### config.mk
export PLATFORM = sky130hd
export DESIGN_NAME = rcs_alu
export DESIGN_NICKNAME = d
export VERILOG_FILES = /design/src/verilog/rcs_pkg.sv /design/src/verilog/rcs_alu.sv
export SDC_FILE = /design/constraint.sdc
export NUM_CORES = 1
export LEC_CHECK = 0
export BUFFER_PORTS_ARGS = -buffer_cell sky130_fd_sc_hd__buf_2
export CAP_MARGIN = 20
export CORE_ASPECT_RATIO = 0.6
export CORE_UTILIZATION = 37
export CTS_CLUSTER_SIZE = 24
export DETAILED_ROUTE_END_ITERATION = 7
export HOLD_SLACK_MARGIN = 0.03
export PLACE_DENSITY = 0.64
export SLEW_MARGIN = 20
export SYNTH_ARGS = -nofsm -noshare
export SYNTH_HDL_FRONTEND = slang
export SYNTH_SLANG_ARGS = --single-unit
export TNS_END_PERCENT = 100
### constraint.sdc
create_clock -name clk -period 2.9 [get_ports clk]
set_input_delay 0.725 -clock clk [delete_from_list [all_inputs] [get_ports clk]]
set_output_delay 0.725 -clock clk [all_outputs]
set_load 0.1 [all_outputs]
### src/verilog/rcs_pkg.sv
// Package of shared constants and types for the rotate and subtract-with-borrow datapath
package rcs_pkg;

    // Data path width of the core
    localparam int unsigned DATA_W = 8;

    // Bit positions inside a data byte
    localparam int unsigned MSB_POS    = 7;   // Sign bit and carry entry of the rotate
    localparam int unsigned NIBBLE_MSB = 3;   // Top bit of the low nibble

    // Values after reset
    localparam logic [7:0] ACC_RST  = 8'h00;  // Accumulator
    localparam logic       FLAG_RST = 1'b0;   // Every status flag
    localparam logic [7:0] MEM_RST  = 8'h00;  // Memory write data

    // Cycles from a taken instruction to its visible result
    localparam int unsigned RESULT_LAT = 1;

    // Instructions handled by this block
    typedef enum logic [1:0] {
        RCS_OP_ROTATE_RIGHT_CARRY_TO_ACC,   // Rotate memory right through carry into the accumulator
        RCS_OP_SUBTRACT_WITH_BORROW_MEM,    // Accumulator minus memory operand, into accumulator
        RCS_OP_SUBTRACT_WITH_BORROW_IMM,    // Accumulator minus immediate byte, into accumulator
        RCS_OP_SUBTRACT_WITH_BORROW_TO_MEM  // Accumulator minus memory operand, into memory
    } rcs_op_t;

endpackage

### src/verilog/rcs_alu.sv
// Rotate-right-through-carry and subtract-with-borrow datapath of an 8-bit core
// How it works
// RULE1: Rotate right; old carry to bit 7.
// RULE2: Rotate result goes to accumulator only.
// RULE3: Memory subtract: acc minus operand minus borrow.
// RULE4: Immediate subtract: acc minus immediate minus borrow.
// RULE5: To-memory subtract writes memory, not accumulator.
// RULE6: Carry clear if negative, else set.
// RULE7: Subtracts update all six arithmetic flags.
// RULE8: Zero, overflow, nibble borrow flag definitions.
`timescale 1ns/100ps

module rcs_alu (
    // Clock and reset
    input  wire logic            clk,
    input  wire logic            rst,
    // Instruction issue
    input  wire logic            op_valid,
    input  wire rcs_pkg::rcs_op_t op_code,
    input  wire logic [7:0]      mem_operand,
    input  wire logic [7:0]      imm_operand,
    // Accumulator load from the rest of the core
    input  wire logic            acc_load_en,
    input  wire logic [7:0]      acc_load_data,
    // Carry load from the rest of the core
    input  wire logic            carry_load_en,
    input  wire logic            carry_load_value,
    // Accumulator and memory write-back
    output logic [7:0]           acc_ff,
    output logic                 mem_wr_en_ff,
    output logic [7:0]           mem_wr_data_ff,
    // Status flags
    output logic                 carry_flag_ff,
    output logic                 overflow_flag_ff,
    output logic                 zero_flag_ff,
    output logic                 aux_carry_flag_ff,
    output logic                 signed_carry_flag_ff,
    output logic                 carry_zero_flag_ff
);

    // Decoded instruction strobes
    logic       is_rotate;       // Rotate into accumulator
    logic       is_sub;          // Any subtract variant
    logic       is_sub_to_mem;   // Subtract writing memory
    logic [7:0] sub_operand;     // Memory byte or immediate byte
    logic       borrow_in;       // Inverted carry enters as borrow

    // Arithmetic results
    logic [8:0] diff_wide;       // Difference with borrow out in bit 8
    logic [4:0] nib_wide;        // Low nibble difference with borrow out
    logic [7:0] rot_result;      // Rotated byte
    logic [9:0] chk_diff_ext;    // Sign-extended difference, only read by the checks

    // Next values of the flags
    logic       nxt_carry;
    logic       nxt_overflow;
    logic       nxt_zero;
    logic       nxt_aux_carry;
    logic       nxt_signed_carry;
    logic       nxt_carry_zero;
    logic [7:0] nxt_acc;

    // Instruction decode
    always_comb begin
        is_rotate     = op_valid && (op_code == rcs_pkg::RCS_OP_ROTATE_RIGHT_CARRY_TO_ACC);
        is_sub_to_mem = op_valid && (op_code == rcs_pkg::RCS_OP_SUBTRACT_WITH_BORROW_TO_MEM);
        is_sub        = op_valid && (op_code != rcs_pkg::RCS_OP_ROTATE_RIGHT_CARRY_TO_ACC);
        // Immediate variant takes its byte from the instruction word
        sub_operand   = (op_code == rcs_pkg::RCS_OP_SUBTRACT_WITH_BORROW_IMM) ? imm_operand : mem_operand; // RULE4 RULE3
        borrow_in     = ~carry_flag_ff;
    end

    // Rotate and subtract arithmetic
    always_comb begin
        rot_result = {carry_flag_ff, mem_operand[7:1]}; // RULE1
        diff_wide  = {1'b0, acc_ff} - {1'b0, sub_operand} - {8'h00, borrow_in}; // RULE3 RULE4
        nib_wide   = {1'b0, acc_ff[3:0]} - {1'b0, sub_operand[3:0]} - {4'h0, borrow_in};
        // Two guard bits hold the true signed result, so overflow is seen without the flag logic
        chk_diff_ext = {{2{acc_ff[7]}}, acc_ff} - {{2{sub_operand[7]}}, sub_operand} - {9'h000, borrow_in};
    end

    // Flag results of a subtract
    always_comb begin
        // Borrow out means a negative difference, so carry clears
        nxt_carry        = ~diff_wide[8]; // RULE6
        nxt_zero         = (diff_wide[7:0] == 8'h00); // RULE8
        // Signed overflow: operands differ in sign and result sign follows the subtrahend
        nxt_overflow     = (acc_ff[7] ^ sub_operand[7]) & (acc_ff[7] ^ diff_wide[7]); // RULE8
        nxt_aux_carry    = ~nib_wide[4]; // RULE8
        // True sign of the difference, corrected for overflow
        nxt_signed_carry = nxt_overflow ^ diff_wide[7]; // RULE7
        // Zero chained across bytes of a multi-byte subtract
        nxt_carry_zero   = nxt_zero & carry_zero_flag_ff; // RULE7
    end

    // Next accumulator value
    always_comb begin
        nxt_acc = acc_ff;
        if (is_rotate) begin
            nxt_acc = rot_result; // RULE2
        end else if (is_sub && !is_sub_to_mem) begin
            nxt_acc = diff_wide[7:0]; // RULE3 RULE4
        end else if (acc_load_en) begin
            nxt_acc = acc_load_data;
        end
    end

    // Accumulator register; rotate and accumulator subtracts win over an external load
    always_ff @(posedge clk or posedge rst) begin
        if (rst) begin
            acc_ff <= rcs_pkg::ACC_RST;
        end else begin
            acc_ff <= nxt_acc;
        end
    end

    // Memory write-back; the rotate never writes memory
    always_ff @(posedge clk or posedge rst) begin
        if (rst) begin
            mem_wr_en_ff   <= 1'b0;
            mem_wr_data_ff <= rcs_pkg::MEM_RST;
        end else begin
            mem_wr_en_ff <= is_sub_to_mem; // RULE5 RULE2
            if (is_sub_to_mem) begin
                mem_wr_data_ff <= diff_wide[7:0]; // RULE5
            end
        end
    end

    // Carry flag: rotate, subtract, or external load in that order
    always_ff @(posedge clk or posedge rst) begin
        if (rst) begin
            carry_flag_ff <= rcs_pkg::FLAG_RST;
        end else if (is_rotate) begin
            carry_flag_ff <= mem_operand[0]; // RULE1
        end else if (is_sub) begin
            carry_flag_ff <= nxt_carry; // RULE6
        end else if (carry_load_en) begin
            carry_flag_ff <= carry_load_value;
        end
    end

    // Remaining arithmetic flags; the rotate leaves them alone
    always_ff @(posedge clk or posedge rst) begin
        if (rst) begin
            overflow_flag_ff     <= rcs_pkg::FLAG_RST;
            zero_flag_ff         <= rcs_pkg::FLAG_RST;
            aux_carry_flag_ff    <= rcs_pkg::FLAG_RST;
            signed_carry_flag_ff <= rcs_pkg::FLAG_RST;
            carry_zero_flag_ff   <= rcs_pkg::FLAG_RST;
        end else if (is_sub) begin
            overflow_flag_ff     <= nxt_overflow; // RULE7
            zero_flag_ff         <= nxt_zero; // RULE7
            aux_carry_flag_ff    <= nxt_aux_carry; // RULE7
            signed_carry_flag_ff <= nxt_signed_carry; // RULE7
            carry_zero_flag_ff   <= nxt_carry_zero; // RULE7
        end else if (carry_load_en && !op_valid) begin
            // A carry load from the core opens a new multi-byte chain; without it the chain stays low
            carry_zero_flag_ff   <= 1'b1; // RULE7
        end
    end

    // Checks on the datapath

    rotate_acc_value_a: assert property ( // RULE1
        @(posedge clk) disable iff (rst)
        is_rotate |=> acc_ff == {$past(carry_flag_ff), $past(mem_operand[7:1])})
        else $error("rotate result wrong");

    rotate_carry_out_a: assert property ( // RULE1
        @(posedge clk) disable iff (rst)
        is_rotate |=> carry_flag_ff == $past(mem_operand[0]))
        else $error("rotate carry wrong");

    rotate_flags_kept_a: assert property ( // RULE1
        @(posedge clk) disable iff (rst)
        is_rotate |=> $stable(overflow_flag_ff) && $stable(zero_flag_ff) && $stable(aux_carry_flag_ff) &&
        $stable(signed_carry_flag_ff) && $stable(carry_zero_flag_ff))
        else $error("rotate changed other flags");

    carry_chain_restart_a: assert property ( // RULE7
        @(posedge clk) disable iff (rst)
        (carry_load_en && !op_valid) |=> carry_zero_flag_ff)
        else $error("carry load did not restart zero chain");

    rotate_no_mem_a: assert property ( // RULE2
        @(posedge clk) disable iff (rst)
        is_rotate |=> !mem_wr_en_ff)
        else $error("rotate wrote memory");

    sub_mem_acc_a: assert property ( // RULE3
        @(posedge clk) disable iff (rst)
        (op_valid && op_code == rcs_pkg::RCS_OP_SUBTRACT_WITH_BORROW_MEM) |=>
        acc_ff == 8'($past(acc_ff) - $past(mem_operand) - {7'h00, ~$past(carry_flag_ff)}))
        else $error("memory subtract result wrong");

    sub_imm_acc_a: assert property ( // RULE4
        @(posedge clk) disable iff (rst)
        (op_valid && op_code == rcs_pkg::RCS_OP_SUBTRACT_WITH_BORROW_IMM) |=>
        acc_ff == 8'($past(acc_ff) - $past(imm_operand) - {7'h00, ~$past(carry_flag_ff)}))
        else $error("immediate subtract result wrong");

    sub_to_mem_a: assert property ( // RULE5
        @(posedge clk) disable iff (rst)
        is_sub_to_mem |=> mem_wr_en_ff && (acc_ff == ($past(acc_load_en) ? $past(acc_load_data) : $past(acc_ff))) &&
        (mem_wr_data_ff == 8'($past(acc_ff) - $past(mem_operand) - {7'h00, ~$past(carry_flag_ff)}))
        ##1 (!mem_wr_en_ff || $past(is_sub_to_mem)))
        else $error("to-memory subtract wrong");

    sub_carry_sign_a: assert property ( // RULE6
        @(posedge clk) disable iff (rst)
        is_sub |=> carry_flag_ff == ({1'b0, $past(acc_ff)} >= ({1'b0, $past(sub_operand)} + {8'h00, ~$past(carry_flag_ff)})))
        else $error("subtract carry wrong");

    sub_zero_flag_a: assert property ( // RULE8
        @(posedge clk) disable iff (rst)
        is_sub |=> zero_flag_ff == ($past(chk_diff_ext[7:0]) == 8'h00) &&
        carry_zero_flag_ff == (zero_flag_ff && $past(carry_zero_flag_ff)))
        else $error("zero flags wrong");

    sub_overflow_a: assert property ( // RULE8
        @(posedge clk) disable iff (rst)
        is_sub |=> overflow_flag_ff == (($past(chk_diff_ext[9:7]) != 3'b000) && ($past(chk_diff_ext[9:7]) != 3'b111)))
        else $error("overflow flag wrong");

    sub_aux_signed_a: assert property ( // RULE7
        @(posedge clk) disable iff (rst)
        is_sub |=> aux_carry_flag_ff == ({1'b0, $past(acc_ff[3:0])} >=
        ({1'b0, $past(sub_operand[3:0])} + {4'h0, ~$past(carry_flag_ff)})) &&
        signed_carry_flag_ff == $past(chk_diff_ext[9]))
        else $error("aux or signed carry wrong");

endmodule

Word level (Yosys, flattened, before mapping):

Cells that the tools add are included.
W data, S select, Z words.

* muxes and demuxes: 9
* reduce and logical (&&, ||, !) cells: 13
* div/mod/pow operators: 0
* equal/unequal tests: 2
* bitwise operators: 8
* add/subtract/negate cells: 4
* $mul: 0
* order comparisons: 0
* shift operators: 0

Operators by type and width (number)
* $mux W8: 4
* $sub A8 B8 Y9: 1
* $sub A9 B1 Y9: 1
* $logic_not A8 Y1: 1
* $reduce_bool A3 Y1: 2
* $logic_and A1 B1 Y1: 5
* $mux W1: 5
* $sub A4 B4 Y5: 1
* $sub A5 B1 Y5: 1
* $eq A2 B2 Y1 const B: 2
* $reduce_bool A2 Y1: 2
* $not A1 Y1: 3
* $xor A1 B1 Y1: 3
* $and A1 B1 Y1: 2
* $logic_not A1 Y1: 2
* $logic_not A2 Y1: 1

* logic and storage cells: 45
* ROM bits: 0
* RAM bits: 0
* output and inout port bits: 23
* memories kept: 0
* bits in latches: 0
* register bits: 23
* bits of input ports: 32

Depth between registers and ports, before layout:

Gate-level depths: netlist of run 1.

* depth in word-level cells: 7
* gate-level depth with buffers: 12
* depth with buffers taken out: 11

Worst setup path after synthesis of run 1:

OpenSTA, ideal clock, no wires.

* path kind: input to register
* start: input port op_code[1]
* end: register zero_flag_ff
* library setup time: 69 ps
* required time: 2831 ps
* slack: -792 ps
* stages: 12
* buffers on the path: 1
* arrival: 3623 ps
* cell sequence: nor2b_1 -> clkbuf_1 -> mux2_2 -> ha_1 -> inv_1 -> ha_1 -> a21bo_2 -> and2b_1 -> xor2_1 -> or4b_1 -> nor3_2 -> mux2_2

* longest elaborated chain between the ends: 5
* elaborated cells on any way between the ends: 7
* classes of those cells: 2 x add/sub; 1 x eq/ne; 1 x mux; 3 x reduce/logical

Ends and longest elaborated chain
* start, declared: line rcs_alu.sv:19 `input wire rcs_pkg::rcs_op_t op_code,`
* $eq A2 B2 Y1: line rcs_alu.sv:69 `sub_operand = (op_code == rcs_pkg::RCS_OP_SUBTRACT_WITH_BORROW_IMM) ? imm_operand : mem_operand;`
* $mux W8: line rcs_alu.sv:69
* $sub A8 B8 Y9: line rcs_alu.sv:76 `diff_wide = {1'b0, acc_ff} - {1'b0, sub_operand} - {8'h00, borrow_in};`
* $sub A9 B1 Y9: line rcs_alu.sv:76
* $logic_not A8 Y1: line rcs_alu.sv:86 `nxt_zero = (diff_wide[7:0] == 8'h00);`
* end signal, assigned: line rcs_alu.sv:147 `zero_flag_ff <= rcs_pkg::FLAG_RST;`
* end signal, assigned: line rcs_alu.sv:153 `zero_flag_ff <= nxt_zero;`
* end, declared: line rcs_alu.sv:35 `output logic zero_flag_ff,`

Parallel ways exist; a longest one is shown, timed or not.
A chain may end at the register's enable or synchronous reset.

Final worst setup path of run 1:

* start: input port op_code[0]
* end: register zero_flag_ff

The elaborated chain is that of the path after synthesis.

==> results of run 1 <==
tightest hold or removal path, delay by kind of cell (launching register included):
kind / cells / cell delay [ns]
DFF: 1 / 0.35
and+or+nand+nor: 2 / 0.10
per-stage QoR:
step / instance area (um2) / setup WS (ns) / std cells / TNS (ns) / hold WS (ns)
after floorplan: 1880 / -0.379 / 197 / -1.51 / 0.727
after global placement: 2420 / -0.514 / 336 / -4.90 / 0.461
after detailed placement: 2420 / -0.615 / 336 / -6.02 / 0.463
after CTS: 2590 / -0.233 / 345 / -1.08 / 0.487
after global routing: 2600 / -0.328 / 345 / -2.18 / 0.525
final: 2600 / -0.249 / 345 / -1.21 / 0.483
registers in the layout, indices dropped and copies added, names as in the netlist:
register / count
acc_ff: 8
aux_carry_flag_ff: 1
carry_flag_ff: 1
carry_zero_flag_ff: 1
mem_wr_data_ff: 8
mem_wr_en_ff: 1
overflow_flag_ff: 1
signed_carry_flag_ff: 1
zero_flag_ff: 1
what timing repair did:
item | in CTS | in global routing
cloned | 0 | 0
setup buffers | 6 | 0
gates resized for setup | 13 | 3
setup endpoints to repair | 10 | 12
pin swaps | 2 | 0
cells in the mapped netlist:
cell       instances
inv_1             25
nand2b_1           2
a21bo_2            1
a31oi_1            3
and2b_1            2
o21ai_1            5
a211oi_1           4
or4_1              1
nand4_1            1
fa_1               2
a21oi_1            8
a2111oi_2          1
o21ai_0           16
o31ai_1            2
nand3_1            2
clkbuf_1           5
mux2i_1            8
nand2_1           23
a22o_1             1
a221oi_1           1
xor2_1             6
nor3_1             2
buf_1              2
ha_1              14
nor3_2             1
nor2b_1            2
a221o_1            4
dfrtp_1           23
o221a_2            1
nor2_1             8
o21ba_1            1
or4b_1             1
mux2_2            12
a32o_2             1
xnor2_1            4
nand3_4            1
xnor2_2            1
layer usage:
metal  vias to the layer above  GRT usage  part of all wire
li1                        853          -                 -
met1                       802      0.310              0.52
met2                        57      0.320              0.41
met3                         2     0.0587             0.066
met4                         0     0.0272            0.0019
met5                         -          0                 0
layout make-up:
type | instances | share of cell area
multi-input cells | 142 | 0.475
well taps | 63 | 0.0303
repair buffers | 88 | 0.218
clock buffers | 3 | 0.0159
clock inverters | 1 | 0.00289
inverters | 25 | 0.0361
flip-flops and latches | 23 | 0.221
path summary, 6_finish.rpt:
path | startpoint | end | slack [ns]
worst max register to register | carry_flag_ff | zero_flag_ff | 0.20
max in group asynchronous | rst | mem_wr_data_ff[3] | 1.70
worst min-delay path | mem_wr_data_ff[6] | mem_wr_data_ff[6] | 0.48
worst max-delay path | op_code[0] | zero_flag_ff | -0.25
worst min register to register | mem_wr_data_ff[6] | mem_wr_data_ff[6] | 0.48
min in group asynchronous | rst | acc_ff[5] | 0.63
kinds of logic after synthesis:
| group | synth area share |
|---|---|
| compound gates | 0.182 |
| simple gates | 0.128 |
| buf+inv | 0.0674 |
| flops | 0.323 |
| mux | 0.121 |
| fa+ha+maj | 0.121 |
| xor+xnor | 0.0583 |
==> results.md, run 1 <==
- Outcome: complete, but fails checks
- Violated checks: setup timing
- Deepest clock path buffer count: 2
- Post-synth cell types: 37
- Slowest cell on the critical path: or4b_4
- Leading area contributor after synthesis: dfrtp_1
- Initial DRC count: 56
- GPL Wtd Cong: 0.906
- Final Max Slew Viols: 0
- Startpoint Class: input pin
- Commonest non-fill, non-tap cells in the layout: buf_2, buf_4, nand2_1, dfrtp_1, inv_1
- Routed wire length: 5.28 mm
- Slew margin rel.: 0.388
- Area share of the largest cell type after synthesis: 0.323
- Fin crit share: 1.09
- Setup ws final: -0.249 ns
- CP Capture Type: flip-flop
- Vias in the first global route: 1,692
- Total CTS buffers: 3
- CTS Sinks: 23
- WP data required: 3.12 ns
- Diodes inserted: 0
- Synth top area cells: dfrtp_1, ha_1, mux2_2, inv_1, nand2_1
- Initial antenna violation count: 0
- Final Net Count: 331
- DRC: 0
- Clock Latency Late Sink: 0.27 ns
- Total GRT Usage: 0.212
- Worst Setup Path Type: input pin to flip-flop
- Final Core Density: 0.567
- Sequential area share after synthesis: 0.323
- RSZ-0062 raised after global routing: yes
- Final ANT Viol Nets: 0
- #FFs+latches synth: 23
- Die Y: 55.8 um
- Grt ovf: 0
- Tightest Pin Transition: 0.917 ns
- FMAX: 318 MHz
- Critical path peak fanout: 5
- Fin Clk Skew: 0.0106 ns
- Mapped Area: 1780 um2
- Hold crit path type: flip-flop to flip-flop
- Root Buffer: clkbuf_8
- H-tree lvl count: 1
- CP Data Arrival Time: 3.37 ns
- Post-synthesis average cell area: 9.04 um2
- Initial core utilization: 0.388
- TritonRoute pass-1 iters: 4
- Mapped Nets: 245
- Critical path depth in cells: 13
- Via-to-Cell Ratio: 4.97
- Avg WL per Cell: 15.3 um
- # IOs: 55
- Max-cap viol count: 0
- Clk slew on worst S/H paths: 0.10 ns
- Die area: 5110 um2
- Delay-heaviest family, CP: simple AND/OR/NAND/NOR gates
- # rows: 19
- Post-DP HPWL: 4.00 mm
- Share of layout cells above drive strength 1: 0.454
- WP buf/inv: 3
- Final Hold Fails: 0
- # hold bufs at CTS: 0
- Yosys Warn Count: 0
- Fin crit period: 3.15 ns
- Max incr delay on CP: 0.49 ns
- Via Count: 1,714
- Final setup vio count: 10
- Largest net degree at the start of global routing: 24
- IO Port Bufs: 54
- Synth-to-Final Area Change: 45.9%
- Hold path cells: 2
- Fill cell count: 406
- First-pass GRT wire length: 8.28 mm
- Worst-path cell chain: buf_6 > nor2b_4 > buf_12 > mux2_4 > ha_4 > inv_2 > ha_4 > a21bo_4 > and2b_2 > xor2_2 > or4b_4 > nor3_4 > mux2_4
- Commonest non-fill, non-tap cell in the layout: buf_2
- Core area: 4590 um2
- Sequential Area: 576 um2
- Multi-input logic area: 1240 um2
- Die X-Extent: 91.6 um
- Worst reg-to-reg path cell count: 9
- Post-synthesis cell count: 197
- Clock tree from TritonCTS: yes
Power of run 1 is not shown: default switching activity piles up to over one toggle a cycle in this logic, so the estimate is an artifact.
==> run 2, diff against run 1 <==
- PLACE_DENSITY: 0.64 -> unset
==> results.md, run 2 (synthesized netlist as in run 1, its figures left out) <==
- Outcome: complete, but fails checks (unchanged)
- Violated checks: setup timing (unchanged)
- Initial DRC count: 83 (was 56)
- Total GRT Usage: 0.219 (was 0.212)
- Die Y: 55.8 um (unchanged)
- Hold path cells: 2 (unchanged)
- Setup ws final: -0.306 ns (was -0.249 ns)
- Die area: 5110 um2 (unchanged)
- Share of layout cells above drive strength 1: 0.531 (was 0.454)
- WP buf/inv: 3 (unchanged)
- CTS Sinks: 23 (unchanged)
- Grt ovf: 0 (unchanged)
- Fin Clk Skew: 0.00368 ns (was 0.0106 ns)
- Final Hold Fails: 0 (unchanged)
- RSZ-0062 raised after global routing: yes (unchanged)
- Final ANT Viol Nets: 0 (unchanged)
- Largest net degree at the start of global routing: 24 (unchanged)
- Delay-heaviest family, CP: simple AND/OR/NAND/NOR gates (unchanged)
- Hold crit path type: flip-flop to flip-flop (unchanged)
- Via-to-Cell Ratio: 4.94 (was 4.97)
- Worst Hold Launch: mem_wr_data_ff[6] (unchanged)
- DR top layer: met4 (unchanged)
- Critical path peak fanout: 4 (was 5)
- Synth-to-Final Area Change: 57.4% (was 45.9%)
- Tightest Pin Transition: 0.922 ns (was 0.917 ns)
- Total CTS buffers: 3 (unchanged)
- Max incr delay on CP: 0.51 ns (was 0.49 ns)
- Final Max Slew Viols: 0 (unchanged)
- Core area: 4590 um2 (unchanged)
- Fin crit period: 3.21 ns (was 3.15 ns)
- Fill cell count: 401 (was 406)
- CP startpoint: op_code[0] (unchanged)
- # IOs: 55 (unchanged)
- CP Data Arrival Time: 3.42 ns (was 3.37 ns)
- Metal-1 WL: 2.81 mm (was 2.77 mm)
- Worst-path cell chain: buf_6 > nor2b_4 > buf_12 > mux2_4 > ha_4 > inv_2 > ha_4 > a21bo_4 > and2b_2 > xor2_2 > or4b_4 > nor3_4 > mux2_4 (unchanged)
- Post-DP HPWL: 3.92 mm (was 4.00 mm)
- Worst Setup Path Type: input pin to flip-flop (unchanged)
- Clock tree from TritonCTS: yes (unchanged)
- Commonest non-fill, non-tap cells in the layout: buf_2, buf_4, dfrtp_1 (was buf_2, buf_4, nand2_1, dfrtp_1, inv_1)
- H-tree lvl count: 1 (unchanged)
- Diodes inserted: 0 (unchanged)
- GPL Wtd Cong: 0.851 (was 0.906)
- Avg WL per Cell: 15.7 um (was 15.3 um)
- DRC: 0 (unchanged)
- Fin crit share: 1.11 (was 1.09)
- First-pass GRT wire length: 8.51 mm (was 8.28 mm)
- Initial antenna violation count: 0 (unchanged)
- Final setup vio count: 9 (was 10)
- Max-cap viol count: 0 (unchanged)
- Via Count: 1,743 (was 1,714)
- Final Core Density: 0.611 (was 0.567)
- Met2 WL: 2.36 mm (was 2.15 mm)
- Critical path depth in cells: 13 (unchanged)
- Commonest non-fill, non-tap cell in the layout: buf_2 (unchanged)
- FMAX: 312 MHz (was 318 MHz)
- R2r startpoint: acc_ff[0] (was carry_flag_ff)
- # rows: 19 (unchanged)
- Initial core utilization: 0.388 (unchanged)
- Slowest cell on the critical path: or4b_4 (unchanged)
- Final Net Count: 339 (was 331)
- Slew margin rel.: 0.385 (was 0.388)
- CP Capture Type: flip-flop (unchanged)
- TritonRoute pass-1 iters: 4 (unchanged)
- Clock Latency Late Sink: 0.27 ns (about the same)
- Vias in the first global route: 1,695 (was 1,692)
- Die X-Extent: 91.6 um (unchanged)
- Clk slew on worst S/H paths: 0.09 ns (was 0.10 ns)
- Startpoint Class: input pin (unchanged)
- WP data required: 3.12 ns (about the same)
- IO Port Bufs: 54 (unchanged)
- Routed wire length: 5.53 mm (was 5.28 mm)
- Regs by FF count: acc_ff x8, mem_wr_data_ff x8 (unchanged)
- WL met3: 359 um (was 350 um)
- Worst reg-to-reg path cell count: 9 (unchanged)
- Deepest clock path buffer count: 2 (unchanged)
- Root Buffer: clkbuf_8 (unchanged)
==> run 2: stage by stage <==
| stage | TNS (ns) | cells | instance area [um2] | setup WS, ns | hold slack (ns) |
|---|---|---|---|---|---|
| floorplan | -1.51 | 197 | 1880 | -0.379 | 0.727 |
| finish | -1.30 | 353 | 2800 | -0.306 | 0.476 |
| CTS | -1.10 | 349 | 2630 | -0.227 | 0.492 |
| global route | -2.04 | 353 | 2800 | -0.334 | 0.519 |
| global placement | -6.27 | 338 | 2440 | -0.723 | 0.457 |
| detailed placement | -5.93 | 338 | 2440 | -0.674 | 0.467 |
==> run 2: tightest hold or removal path, cell delays in order (launching register included) <==
cell,delay (ns)
dfrtp_1,0.35
nand2_1,0.05
nand2_1,0.05
==> run 2: area by class of cell <==
cell class / count / area (um2) / area share
Multi-Input combinational cell: 142 / 1380 / 0.493
Timing Repair Buffer: 96 / 626 / 0.223
Sequential cell: 23 / 576 / 0.205
Inverter: 25 / 93.8 / 0.0335
Tap cell: 63 / 78.8 / 0.0281
Clock buffer: 3 / 41.3 / 0.0147
Clock inverter: 1 / 7.51 / 0.00268
==> run 2: repair_timing <==
action	CTS	global route
hold buffers	0	0
buffers inserted	7	6
endpoints found under the setup margin	10	13
gates resized for setup	17	27
pin swaps	5	16
==> run 2: path summary, 6_finish.rpt <==
check | endpoint | slack (ns)
max in group asynchronous | acc_ff[7] | 1.70
min in group asynchronous | acc_ff[4] | 0.64
worst min register to register | mem_wr_data_ff[6] | 0.48
worst min-delay path | mem_wr_data_ff[6] | 0.48
worst max-delay path | zero_flag_ff | -0.31
worst max register to register | zero_flag_ff | 0.27
==> run 2: layer usage <==
layer | global-route usage | vias to the layer above
met5 | 0 | -
met2 | 0.321 | 55
li1 | - | 868
met1 | 0.334 | 818
met4 | 0.0295 | 0
met3 | 0.0464 | 2
Power of run 2 is left out for the same reason.
==> run 3, diff against run 2 <==
- CORE_MARGIN: unset -> 8
- clock period: 2.9 -> 2.79 ns (I/O delays scaled with it)
==> results.md, run 3 (synthesized netlist as in run 1, its figures left out) <==
- Total GRT Usage: 0.163 (was 0.219)
- WP data required: 3.01 ns (was 3.12 ns)
- Vias in the first global route: 1,878 (was 1,695)
- Commonest non-fill, non-tap cell in the layout: buf_2 (unchanged)
- Clock Latency Late Sink: 0.27 ns (about the same)
- TritonRoute pass-1 iters: 4 (unchanged)
- Hold path cells: 2 (unchanged)
- Core area: 4610 um2 (was 4590 um2)
- Commonest non-fill, non-tap cells in the layout: buf_2, buf_4, dfrtp_1 (unchanged)
- Outcome: complete, but fails checks (unchanged)
- First-pass GRT wire length: 9.76 mm (was 8.51 mm)
- GPL Wtd Cong: 0.917 (was 0.851)
- Fin crit period: 3.10 ns
- Final Net Count: 335 (was 339)
- CP Capture Type: flip-flop (unchanged)
- Hold crit path type: flip-flop to flip-flop (unchanged)
- Violated checks: setup timing (unchanged)
- Final Hold Fails: 0 (unchanged)
- Synth-to-Final Area Change: 55.3% (was 57.4%)
- Total CTS buffers: 3 (unchanged)
- CP Data Arrival Time: 3.32 ns (was 3.42 ns)
- R2r startpoint: acc_ff[0] (unchanged)
- Initial DRC count: 74 (was 83)
- Final ANT Viol Nets: 0 (unchanged)
- Worst Hold Launch: mem_wr_data_ff[0] (was mem_wr_data_ff[6])
- Startpoint Class: input pin (unchanged)
- Reg-to-Reg End: zero_flag_ff (unchanged)
- Slew margin rel.: 0.391 (was 0.385)
- R2R Setup Slk: 0.06 ns (was 0.27 ns)
- CP startpoint: op_code[0] (unchanged)
- RSZ-0062 raised after global routing: yes (unchanged)
- IO Port Bufs: 54 (unchanged)
- # rows: 19 (unchanged)
- # IOs: 55 (unchanged)
- Setup ws final: -0.314 ns (was -0.306 ns)
- CTS Sinks: 23 (unchanged)
- Fill cell count: 412 (was 401)
- Critical path peak fanout: 6 (was 4)
- DRC: 0 (unchanged)
- Max-cap viol count: 0 (unchanged)
- Post-DP HPWL: 4.51 mm (was 3.92 mm)
- Initial core utilization: 0.386 (was 0.388)
- Diodes inserted: 0 (unchanged)
- Share of layout cells above drive strength 1: 0.521 (was 0.531)
- Routed wire length: 6.16 mm (was 5.53 mm)
- Worst Setup Path Type: input pin to flip-flop (unchanged)
- Tightest Pin Transition: 0.912 ns (was 0.922 ns)
- Setup TNS: -2.10 ns (was -1.30 ns)
- Die X-Extent: 106 um (was 91.6 um)
- Hold endpoint: mem_wr_data_ff[0] (was mem_wr_data_ff[6])
- Fin crit share: 1.11
- Dpl ws: -0.691 ns (was -0.674 ns)
- Largest net degree at the start of global routing: 24 (unchanged)
- Worst reg-to-reg path cell count: 9 (unchanged)
- H-tree lvl count: 1 (unchanged)
- FMAX: 322 MHz
- Via Count: 1,757 (was 1,743)
- Regs by FF count: acc_ff x8, mem_wr_data_ff x8 (unchanged)
- Root Buffer: clkbuf_8 (unchanged)
- Clk slew on worst S/H paths: 0.09 ns (about the same)
- Avg WL per Cell: 17.7 um (was 15.7 um)
- Clock tree from TritonCTS: yes (unchanged)
- Die Y: 69.8 um (was 55.8 um)
- Fin Clk Skew: 0.00464 ns (was 0.00368 ns)
- Via-to-Cell Ratio: 5.03 (was 4.94)
- Final Max Slew Viols: 0 (unchanged)
- Initial antenna violation count: 0 (unchanged)
- Grt ovf: 0 (unchanged)
- Final setup vio count: 10 (was 9)
- Die area: 7360 um2 (was 5110 um2)
- Deepest clock path buffer count: 2 (unchanged)
[run 3: cell types whose count changed in the layout (fill, tap and decap cells not counted), sizes merged]
cell  previous run  this run
buf             96        92
[run 3: repair_timing]
item | in CTS | in global routing
hold buffers | 0 | 0
setup buffers | 6 | 6
pin swaps | 10 | 15
resized for setup | 27 | 15
setup endpoints to repair | 13 | 13
[run 3: worst max-delay path by stage]
stage / to / slack, ns / cells past startpoint
2_1_floorplan: zero_flag_ff / -0.46 / 12
3_3_place_gp: zero_flag_ff / -0.65 / 12
3_5_place_dp: zero_flag_ff / -0.69 / 12
4_1_cts: zero_flag_ff / -0.28 / 13
5_1_grt: zero_flag_ff / -0.42 / 13
6_report: zero_flag_ff / -0.31 / 13
[run 3: critical path, cell delays in order]
cell     delay (ns)
buf_8          0.10
nor2b_4        0.14
buf_12         0.13
mux2_4         0.31
ha_4           0.26
inv_2          0.03
ha_4           0.27
a21bo_4        0.23
and2b_2        0.21
xor2_2         0.13
or4b_4         0.50
nor3_4         0.14
mux2_4         0.16
[run 3: metal layers]
| layer | share of wire | up-vias | GRT usage |
|---|---|---|---|
| li1 | - | 870 | - |
| met1 | 0.49 | 819 | 0.224 |
| met2 | 0.43 | 64 | 0.243 |
| met3 | 0.079 | 4 | 0.0575 |
| met4 | 0.0042 | 0 | 0.0217 |
| met5 | 0 | - | 0 |
[run 3: final cells by class]
cell class | count | area, um2 | area share
inverters | 25 | 93.8 | 0.0339
multi-input cells | 142 | 1380 | 0.498
clock buffers | 3 | 41.3 | 0.0149
clock inverters | 1 | 7.51 | 0.00271
flip-flops and latches | 23 | 576 | 0.208
repair buffers | 92 | 592 | 0.214
well taps | 63 | 78.8 | 0.0285
[run 3: through the flow]
stage                     area [um2]  utilization  std cells  hold WS, ns
final                           2770        0.600        349        0.486
after global routing            2770        0.600        349        0.502
after detailed placement        2430        0.526        338        0.465
after CTS                       2680        0.581        347        0.487
after global placement          2430        0.526        338        0.458
after floorplan                 1880            -        197        0.699
Power of run 3 is left out for the same reason.
